$ cat src/cgd_pkg.sv
// shared constants and carrier types for the gateway configuration command decoder
package cgd_pkg;
  // opcodes arriving from the wireless serial link
  localparam logic [7:0] CGD_OP_IFACE = 8'h04;
  localparam logic [7:0] CGD_OP_RATE = 8'h05;
  localparam logic [7:0] CGD_OP_ECHO = 8'h06;
  localparam logic [7:0] CGD_OP_SH_ADD = 8'h07;
  localparam logic [7:0] CGD_OP_GET_FILT = 8'h09;
  localparam logic [7:0] CGD_OP_GET_RATE = 8'h0B;
  // parameter byte counts
  localparam logic [3:0] CGD_LEN_ONE = 4'h1;
  localparam logic [3:0] CGD_LEN_SH = 4'h8;
  // bit-rate selector range and reset value (2 = 125k)
  localparam logic [2:0] CGD_RATE_MAX = 3'h5;
  localparam logic [2:0] CGD_RATE_RST = 3'h2;
  localparam logic [7:0] CGD_ECHO_ON = 8'h01;
  // special-handling option flag bits
  localparam int CGD_FLAG_TP_BIT = 0;
  localparam int CGD_FLAG_TAG_BIT = 1;
  // table sizes
  localparam int CGD_NFILT = 4;
  localparam int CGD_NSH = 4;
  localparam logic [2:0] CGD_NFILT_MAX = 3'h4;
  localparam logic [2:0] CGD_NSH_MAX = 3'h4;
  // apb register byte offsets
  localparam logic [7:0] CGD_A_CTRL = 8'h00;
  localparam logic [7:0] CGD_A_STATUS = 8'h04;
  localparam logic [7:0] CGD_A_FILT_CNT = 8'h08;
  localparam logic [7:0] CGD_A_SH_CNT = 8'h0C;
  localparam logic [7:0] CGD_A_FILT0 = 8'h10;
  localparam logic [7:0] CGD_A_FILT3 = 8'h1C;
  localparam logic [7:0] CGD_A_SH_SEL = 8'h30;
  localparam logic [7:0] CGD_A_SH_PGN = 8'h34;
  localparam logic [7:0] CGD_A_SH_INFO = 8'h38;
  // ctrl bit 0: clear special-handling list; status field positions
  localparam int CGD_CTRL_CLR_BIT = 0;
  localparam int CGD_ST_ECHO_BIT = 3;
  localparam int CGD_ST_IFACE_BIT = 4;
  localparam int CGD_ST_SHFULL_BIT = 5;
  localparam int CGD_ST_BADOP_BIT = 6;

  // one special-handling entry, multi-byte fields held lsb first
  typedef struct packed {
    logic [31:0] pgn;
    logic [15:0] txint;
    logic [15:0] flags;
  } cgd_sh_entry_t;

  // one byte on the serial link with its valid
  typedef struct packed {
    logic valid;
    logic [7:0] data;
  } cgd_byte_t;

  typedef enum logic [2:0] {
    CGD_S_IDLE = 3'b001,
    CGD_S_PARAM = 3'b010,
    CGD_S_REPLY = 3'b100
  } cgd_state_t;
endpackage

$ cat src/cgd_decoder.sv
// gateway configuration command decoder with apb register access
// Behaviour
// RQ1 - opcode 0x09 without parameters returns the held acceptance filters.
// RQ2 - opcode 0x05 takes one rate byte choosing 50k,100k,125k,250k,500k or 1M by index 0 to 5.
// RQ3 - opcode 0x06 takes one state byte, 0 switches transmit echo off and 1 on.
// RQ4 - opcode 0x0B without parameters reports the bit-rate index in use.
// RQ5 - opcode 0x07 adds a pgn entry from four pgn, two interval and two flag bytes.
// RQ6 - entry flag 0x01 allows multi-packet transport, flag 0x02 tags frames with the link id.
// RQ7 - multi-byte parameters arrive least significant byte first.
`timescale 1ns/1ps
module cgd_decoder
  import cgd_pkg::*;
(
  input wire logic pclk,
  input wire logic presetn,
  input wire logic psel,
  input wire logic penable,
  input wire logic pwrite,
  input wire logic [7:0] paddr,
  input wire logic [31:0] pwdata,
  output logic [31:0] prdata,
  output logic pready,
  output logic pslverr,
  input wire cgd_byte_t rx_byte,
  output logic rx_ready,
  output cgd_byte_t tx_byte,
  input wire logic tx_ready,
  output logic [2:0] bit_rate_selector,
  output logic tx_echo_en,
  output logic iface_mode,
  input wire logic [31:0] query_pgn,
  output logic query_hit,
  output logic query_tp_allow,
  output logic query_wireless_link_tag
);
  cgd_state_t state_r;
  logic [7:0] op_r;
  logic [3:0] pcnt_r;
  logic [63:0] param_r;
  logic [4:0] ridx_r;
  logic [4:0] rlen;
  logic [2:0] rate_r;
  logic echo_r;
  logic iface_r;
  logic badop_r;
  logic shfull_r;
  logic [31:0] filt_r [CGD_NFILT];
  logic [2:0] filt_cnt_r;
  cgd_sh_entry_t sh_r [CGD_NSH];
  logic [2:0] sh_cnt_r;
  logic [1:0] sh_sel_r;
  logic rx_fire;
  logic tx_fire;
  logic cmd_done;
  logic apb_wr;
  logic apb_setup;
  logic unmapped;
  logic [7:0] rbyte;
  logic [4:0] fofs;
  cgd_sh_entry_t new_ent;
  logic sh_found;

  assign rx_fire = rx_byte.valid & rx_ready;
  assign tx_fire = tx_byte.valid & tx_ready;
  assign rx_ready = (state_r != CGD_S_REPLY);
  assign apb_setup = psel & ~penable;
  assign apb_wr = psel & penable & pwrite;
  assign pready = 1'b1;
  assign bit_rate_selector = rate_r;
  assign tx_echo_en = echo_r;
  assign iface_mode = iface_r;
  // last parameter byte of a pending command has just arrived
  assign cmd_done = (state_r == CGD_S_PARAM) & rx_fire & (pcnt_r == CGD_LEN_ONE);
  // the eight bytes fill each field lsb first: pgn b0..b3, interval b4..b5, then flags b6..b7
  assign new_ent = {param_r[39:8], param_r[55:40], rx_byte.data, param_r[63:56]}; // RQ7 RQ5

  // reply length: opcode echo, then payload
  assign rlen = (op_r == CGD_OP_GET_FILT) ? 5'(5'd2 + {filt_cnt_r, 2'b00}) : 5'd2; // RQ1 RQ4

  // a matching pgn among the live entries is updated in place, not appended
  always_comb begin
    sh_found = 1'b0;
    for (int i = 0; i < CGD_NSH; i++) begin
      sh_found = sh_found | (3'(i) < sh_cnt_r && sh_r[i].pgn == new_ent.pgn);
    end
  end

  // byte to send at reply index, filter words go out lsb first
  always_comb begin
    fofs = 5'(ridx_r - 5'd2);
    if (ridx_r == 5'd0) begin
      rbyte = op_r;
    end else if (ridx_r == 5'd1) begin
      if (op_r == CGD_OP_GET_FILT) begin
        rbyte = {5'h00, filt_cnt_r}; // RQ1
      end else begin
        rbyte = {5'h00, rate_r}; // RQ4
      end
    end else begin
      rbyte = filt_r[fofs[3:2]][8*fofs[1:0] +: 8]; // RQ1 RQ7
    end
  end

  // command sequencing: opcode, parameter bytes, optional reply
  always_ff @(posedge pclk or negedge presetn) begin
    if (!presetn) begin
      state_r <= CGD_S_IDLE;
      op_r <= 8'h00;
      pcnt_r <= 4'h0;
      param_r <= 64'h0;
      ridx_r <= 5'h00;
      tx_byte <= '0;
      badop_r <= 1'b0;
    end else begin
      if (apb_wr && paddr == CGD_A_STATUS && pwdata[CGD_ST_BADOP_BIT]) begin
        badop_r <= 1'b0; // cleared ahead of the decode, so a bad opcode in the same cycle wins
      end
      case (state_r)
        CGD_S_IDLE: begin
          if (rx_fire) begin
            op_r <= rx_byte.data;
            ridx_r <= 5'h00;
            if (rx_byte.data == CGD_OP_RATE || rx_byte.data == CGD_OP_ECHO) begin
              pcnt_r <= CGD_LEN_ONE;
              state_r <= CGD_S_PARAM;
            end else if (rx_byte.data == CGD_OP_SH_ADD) begin
              pcnt_r <= CGD_LEN_SH;
              state_r <= CGD_S_PARAM;
            end else if (rx_byte.data == CGD_OP_GET_FILT ||
                         rx_byte.data == CGD_OP_GET_RATE) begin
              // no parameters follow a query, so reply at once
              tx_byte <= '{valid: 1'b1, data: rx_byte.data}; // RQ1 RQ4
              state_r <= CGD_S_REPLY;
            end else if (rx_byte.data != CGD_OP_IFACE) begin
              badop_r <= 1'b1; // unhandled opcode dropped, sticky flag for software
            end
          end
        end
        CGD_S_PARAM: begin
          if (rx_fire) begin
            param_r <= {rx_byte.data, param_r[63:8]};
            pcnt_r <= 4'(pcnt_r - 4'h1);
            if (pcnt_r == CGD_LEN_ONE) begin
              state_r <= CGD_S_IDLE;
            end
          end
        end
        CGD_S_REPLY: begin
          if (tx_fire) begin
            // valid drops for one cycle so a byte is never offered before it is loaded
            tx_byte.valid <= 1'b0;
            if (5'(ridx_r + 5'd1) == rlen) begin
              state_r <= CGD_S_IDLE;
            end else begin
              ridx_r <= 5'(ridx_r + 5'd1);
            end
          end else if (!tx_byte.valid) begin
            tx_byte <= '{valid: 1'b1, data: rbyte}; // RQ1 RQ4
          end
        end
        default: state_r <= CGD_S_IDLE;
      endcase
    end
  end

  // bit rate, echo and interface mode settings; out-of-range values are ignored
  always_ff @(posedge pclk or negedge presetn) begin
    if (!presetn) begin
      rate_r <= CGD_RATE_RST;
      echo_r <= 1'b0;
      iface_r <= 1'b0;
    end else begin
      if (cmd_done && op_r == CGD_OP_RATE && rx_byte.data <= {5'h00, CGD_RATE_MAX}) begin
        rate_r <= rx_byte.data[2:0]; // RQ2
      end
      if (cmd_done && op_r == CGD_OP_ECHO && rx_byte.data <= CGD_ECHO_ON) begin
        echo_r <= rx_byte.data[0]; // RQ3
      end
      if (state_r == CGD_S_IDLE && rx_fire && rx_byte.data == CGD_OP_IFACE) begin
        iface_r <= 1'b1;
      end
    end
  end

  // special-handling list: an existing pgn is updated, a new one appended
  always_ff @(posedge pclk or negedge presetn) begin
    if (!presetn) begin
      sh_cnt_r <= 3'h0;
      shfull_r <= 1'b0;
      for (int i = 0; i < CGD_NSH; i++) begin
        sh_r[i] <= '0;
      end
    end else begin
      if (apb_wr && paddr == CGD_A_CTRL && pwdata[CGD_CTRL_CLR_BIT]) begin
        sh_cnt_r <= 3'h0;
        shfull_r <= 1'b0;
      end
      // placed after the clear so an append of a new pgn in the same cycle is kept
      if (cmd_done && op_r == CGD_OP_SH_ADD) begin
        for (int i = 0; i < CGD_NSH; i++) begin
          if (3'(i) < sh_cnt_r && sh_r[i].pgn == new_ent.pgn) begin
            sh_r[i] <= new_ent; // RQ5
          end
        end
        if (!sh_found && sh_cnt_r < CGD_NSH_MAX) begin
          sh_r[sh_cnt_r[1:0]] <= new_ent; // RQ5
          sh_cnt_r <= 3'(sh_cnt_r + 3'h1);
        end else if (!sh_found) begin
          shfull_r <= 1'b1; // list full, entry dropped
        end
      end
    end
  end

  // pgn lookup for the frame path, one cycle of latency
  always_ff @(posedge pclk or negedge presetn) begin
    if (!presetn) begin
      query_hit <= 1'b0;
      query_tp_allow <= 1'b0;
      query_wireless_link_tag <= 1'b0;
    end else begin
      query_hit <= 1'b0;
      query_tp_allow <= 1'b0;
      query_wireless_link_tag <= 1'b0;
      for (int i = 0; i < CGD_NSH; i++) begin
        if (3'(i) < sh_cnt_r && sh_r[i].pgn == query_pgn) begin
          query_hit <= 1'b1;
          query_tp_allow <= sh_r[i].flags[CGD_FLAG_TP_BIT]; // RQ6
          query_wireless_link_tag <= sh_r[i].flags[CGD_FLAG_TAG_BIT]; // RQ6
        end
      end
    end
  end

  // software-held acceptance filters and list selector
  always_ff @(posedge pclk or negedge presetn) begin
    if (!presetn) begin
      filt_cnt_r <= 3'h0;
      sh_sel_r <= 2'h0;
      for (int i = 0; i < CGD_NFILT; i++) begin
        filt_r[i] <= 32'h00000000;
      end
    end else if (apb_wr) begin
      if (paddr == CGD_A_FILT_CNT) begin
        // counts 5 to 7 in pwdata[2:0] saturate at the table size; higher bits of pwdata are dropped
        filt_cnt_r <= (pwdata[2:0] > CGD_NFILT_MAX) ? CGD_NFILT_MAX : pwdata[2:0];
      end else if (paddr == CGD_A_SH_SEL) begin
        sh_sel_r <= pwdata[1:0];
      end else if (paddr >= CGD_A_FILT0 && paddr <= CGD_A_FILT3 && paddr[1:0] == 2'b00) begin
        filt_r[paddr[3:2]] <= pwdata;
      end
    end
  end

  // unmapped or misaligned offsets answer with pslverr
  always_comb begin
    unmapped = 1'b0;
    if (paddr[1:0] != 2'b00) begin
      unmapped = 1'b1;
    end else if (paddr == CGD_A_CTRL || paddr == CGD_A_STATUS || paddr == CGD_A_FILT_CNT) begin
      unmapped = 1'b0;
    end else if (paddr == CGD_A_SH_CNT || paddr == CGD_A_SH_SEL) begin
      unmapped = 1'b0;
    end else if (paddr == CGD_A_SH_PGN || paddr == CGD_A_SH_INFO) begin
      unmapped = 1'b0;
    end else if (paddr >= CGD_A_FILT0 && paddr <= CGD_A_FILT3) begin
      unmapped = 1'b0;
    end else begin
      unmapped = 1'b1;
    end
  end
  assign pslverr = psel & penable & unmapped;

  // read data captured in the setup cycle so it stands through the access cycle
  always_ff @(posedge pclk or negedge presetn) begin
    if (!presetn) begin
      prdata <= 32'h00000000;
    end else if (apb_setup && !pwrite) begin
      if (paddr == CGD_A_STATUS) begin
        prdata <= {25'h0, badop_r, shfull_r, iface_r, echo_r, rate_r};
      end else if (paddr == CGD_A_FILT_CNT) begin
        prdata <= {29'h0, filt_cnt_r};
      end else if (paddr == CGD_A_SH_CNT) begin
        prdata <= {29'h0, sh_cnt_r};
      end else if (paddr == CGD_A_SH_SEL) begin
        prdata <= {30'h0, sh_sel_r};
      end else if (paddr == CGD_A_SH_PGN) begin
        prdata <= sh_r[sh_sel_r].pgn;
      end else if (paddr == CGD_A_SH_INFO) begin
        prdata <= {sh_r[sh_sel_r].flags, sh_r[sh_sel_r].txint};
      end else if (paddr >= CGD_A_FILT0 && paddr <= CGD_A_FILT3 && paddr[1:0] == 2'b00) begin
        prdata <= filt_r[paddr[3:2]];
      end else begin
        prdata <= 32'h00000000;
      end
    end
  end
endmodule

$ cat config.mk
export PLATFORM = sky130hd
export DESIGN_NAME = cgd_decoder
export DESIGN_NICKNAME = d
export VERILOG_FILES = /design/src/cgd_pkg.sv /design/src/cgd_decoder.sv
export SDC_FILE = /design/constraint.sdc
export NUM_CORES = 1
export LEC_CHECK = 0
export BUFFER_PORTS_ARGS = -buffer_cell sky130_fd_sc_hd__buf_4
export CORE_MARGIN = 2
export CORE_UTILIZATION = 62
export CTS_BUF_LIST = sky130_fd_sc_hd__clkbuf_8
export DETAILED_ROUTE_END_ITERATION = 7
export PLACE_DENSITY = 0.81
export SYNTH_ARGS = -nofsm -noshare
export SYNTH_HDL_FRONTEND = slang
export SYNTH_SLANG_ARGS = --single-unit
$ cat constraint.sdc
create_clock -name pclk -period 9.5 [get_ports pclk]
set_input_delay 0 -clock pclk [delete_from_list [all_inputs] [get_ports pclk]]
set_output_delay 0 -clock pclk [all_outputs]
set_load 0.01 [all_outputs]
==> impl_metrics.csv <==
group,metric,value,unit
worst_hold_path,worstHoldEndpoint,"prdata[1]",
grt,grt_pass1_vias,19083,
die,rows,76,
timing,whs,47.6,ps
synth,synth_ff_type,"dfrtp_1",
cells_and_area,nNetsFinal,2331,
synth,synth_edf_count,0,
grt,grt_max_degree,167,
status,status,"complete, no violations",
power,ir_drop,139,uV
placement,portBuffers,137,
worst_setup_path,startpoint_type,"flop",
grt,grt.total_usage,38.5,%
power,totalPowerFinal,4.53,mW
power,powerDensity,146,nW/um2
timing,fmax,266,MHz
timing,min_period_over_period,39.6,%
clocking,path_clk_slew,60,ps
worst_hold_path,min-delay-start,"penable",
clocking,cts_tree,"done",
worst_setup_path,reg2reg_depth,8,
worst_setup_path,cp-startpoint,"sh_cnt_r[1]",
worst_setup_path,required,10030,ps
synth,synth_area,27200,um2
flow_run,cap_violations,0,
worst_setup_path,r2r_slack,5730,ps
die,io_pins,139,
cells_and_area,register_area,13000,um2
die,core,43200,um2
routing,routed_via_density,6.60,
worst_setup_path,arrival,4300,ps
worst_setup_path,path_max_fanout,38,
timing,slew_headroom,27.4,%
routing,ant_nets,0,
routing,vias,19015,
synth,avgSynthCellArea,13.3,um2
die,dieArea,45600,um2
worst_hold_path,hold_path_depth,5,
synth,synthTopCellsByArea,"dfrtp_1 (48%), mux2_2 (18%), mux4_2 (11%)",
cells_and_area,fin_area,31000,um2
synth,async_flop_share,100,%
cells_and_area,multi_input_area,13500,um2
worst_setup_path,end_kind,"flop",
worst_setup_path,r2r-start,"sh_cnt_r[1]",
placement,hpwl,59.1,mm
placement,placed_area,28600,um2
routing,drc,0,
clocking,worst_skew_pair.late_latency,690,ps
clocking,cts_sinks,519,
clocking,cts_made_buffers,87,
routing,drt_pre_antenna_iters,8,
timing,drv_slew,0,
power,leakagePower,14.9,nW
timing,setup_viol,0,
synth,ys_seq_area_share,47.7,%
die,die_w,214,um
worst_setup_path,timing.rr.end,"sh_r[21]",
synth,syn-num-nets,2147,
routing,routedWlPerCell,29.5,um
clocking,clock-root-buffer,"clkbuf_8",
worst_hold_path,hold_class,"in -> reg",
grt,grt_pass1_wl,126,mm
die,start_util,63.1,%
die,dieHeight,214,um
worst_setup_path,critical_path_class,"reg -> reg",
timing,finalClockSkew,42.4,ps
clocking,cts_resized,0,
timing,hold_viol,0,
timing,rsz0062_at_grt,"no",
synth,synthCells,2048,
synth,yosys.area.top_type_share,47.5,%
timing,worst_slew_pin_slew,1090,ps
cells_and_area,drive_above_1_share,38.3,%
timing,period_minus_slack,3770,ps
grt,antenna_found_initial,3,
timing,finalSetupTns,0,ps
routing,finalWirelength,84.9,mm
clocking,htree_levels,3,
synth,ys_warn_count,0,
routing,drt_iter0_drc,2424,
synth,yosys.area.top_type,"dfrtp_1",
cells_and_area,area_delta_synth_final,13.8,%
placement,gp_congestion,1.08,
clocking,clock_path_buffers,3,
grt,gr-total-overflow,0,
cells_and_area,fillerInstances,2944,
synth,ys_types,68,
synth,synth_seq_cells,519,
-- through the flow --
step           instances  setup WS (ps)  util (%)
2_1_floorplan       2048           6180         -
3_3_place_gp        2655           5870      66.2
3_5_place_dp        2655           5810      66.2
4_1_cts             2880           5790      71.8
5_1_grt             2880           5610      71.8
6_report            2881           5730      71.8
-- cells in the final DEF (no fill, tap or decap), types with 30 or more instances in the layout --
cell type	synthesis	routed
dlygate4sd3_1	0	73
nand4_1	45	45
clkbuf_8	0	105
nand2_1	92	92
inv_1	21	56
a31oi_1	30	30
dfrtp_1	517	515
mux4_2	135	135
nor4_1	39	39
nor2_1	62	61
xor2_1	135	134
mux2_2	441	441
xnor2_1	124	124
buf_4	1	161
-- kinds of logic (layout without fill, tap and decap cells) --
family | count (synthesis) | after routing | share of synthesized area [%]
muxes | 593 | 593 | 30.1
xor gates and xnor gates | 259 | 259 | 8.33
buffers and inverters | 163 | 410 | 2.83
DFF | 519 | 519 | 47.7
and+or+nand+nor | 348 | 348 | 6.64
other | 1 | 2 | 0.0138
AOI/OAI and AO/OA | 153 | 153 | 3.86
adders and majority gates | 12 | 12 | 0.551
-- how the worst max path moves through the flow --
stage,slack [ps],to
finish,5730,sh_r[21]
global route,5610,sh_r[195]
CTS,5790,sh_r[243]
detailed placement,5810,sh_r[21]
global placement,5870,sh_r[45]
floorplan,6180,tx_byte[1]
-- synthesized netlist by cell type, types with 3 or more instances --
cell type    n
a21o_1       3
a21oi_1     29
a221oi_1     5
a22o_1       7
a22oi_1     29
a31oi_1     30
and2_1       4
and3_1       8
buf_1       26
buf_2        9
buf_6       19
clkbuf_1    86
dfrtp_1    517
ha_1        12
inv_1       21
mux2_1      10
mux2_2     441
mux2i_1      7
mux4_2     135
nand2_1     92
nand2b_1     7
nand3_1     24
nand3b_1     5
nand4_1     45
nor2_1      62
nor2b_1      9
nor3_1      28
nor3b_1      6
nor4_1      39
nor4b_1      3
o211ai_1     3
o21ai_0     18
o221ai_1     5
o31ai_1      3
xnor2_1    124
xor2_1     135
-- critical path: stages, from the launching register on --
cell and delay (ps):
dfrtp_1 520, a21oi_1 280, or4b_1 580, or4_4 560
nor4_4 340, nor3_2 130, a31oi_4 210, buf_4 560
mux2_2 410
-- sequential cells by signal, summed over array words and instances, names as in the netlist, 2 cells and up --
name and cells:
param_r 56, tx_byte 9, ridx_r 5, sh_cnt_r 3, bit_rate_selector 3, sh_sel_r 2
filt_cnt_r 3, sh_r 256, state_r 3, op_r 8, pcnt_r 4, prdata 32
filt_r 128
-- metal layers --
| layer | GRT usage, % | vias up | share of wire, % |
|---|---|---|---|
| met4 | 12.1 | 4 | 3.0 |
| met3 | 7.23 | 148 | 7.9 |
| li1 | - | 7931 | - |
| met5 | 0 | - | 0.031 |
| met1 | 57.6 | 10020 | 43 |
| met2 | 57.6 | 912 | 46 |
-- timing repair --
action | CTS | global route
setup buffers | 0 | 0
hold buffers | 73 | 0
hold endpoints to repair | 321 | 0
setup endpoints to repair | 0 | 0
-- power by group --
part	switching, mW	leakage, nW	internal (mW)
logic	0.175	6.82	0.134
registers	0.0361	7.12	2.25
clock network	0.914	0.998	1.02
-- area by class of cell --
type,count,share of cell area [%]
multi-input combinational,1366,43.6
sequential,519,41.9
timing repair buffer,236,6.37
clock buffer,105,4.66
tap,585,2.36
clock inverter,47,0.755
inverter,22,0.266
antenna,1,0.00807
No activity file was read; power rests on OpenSTA's default activity.
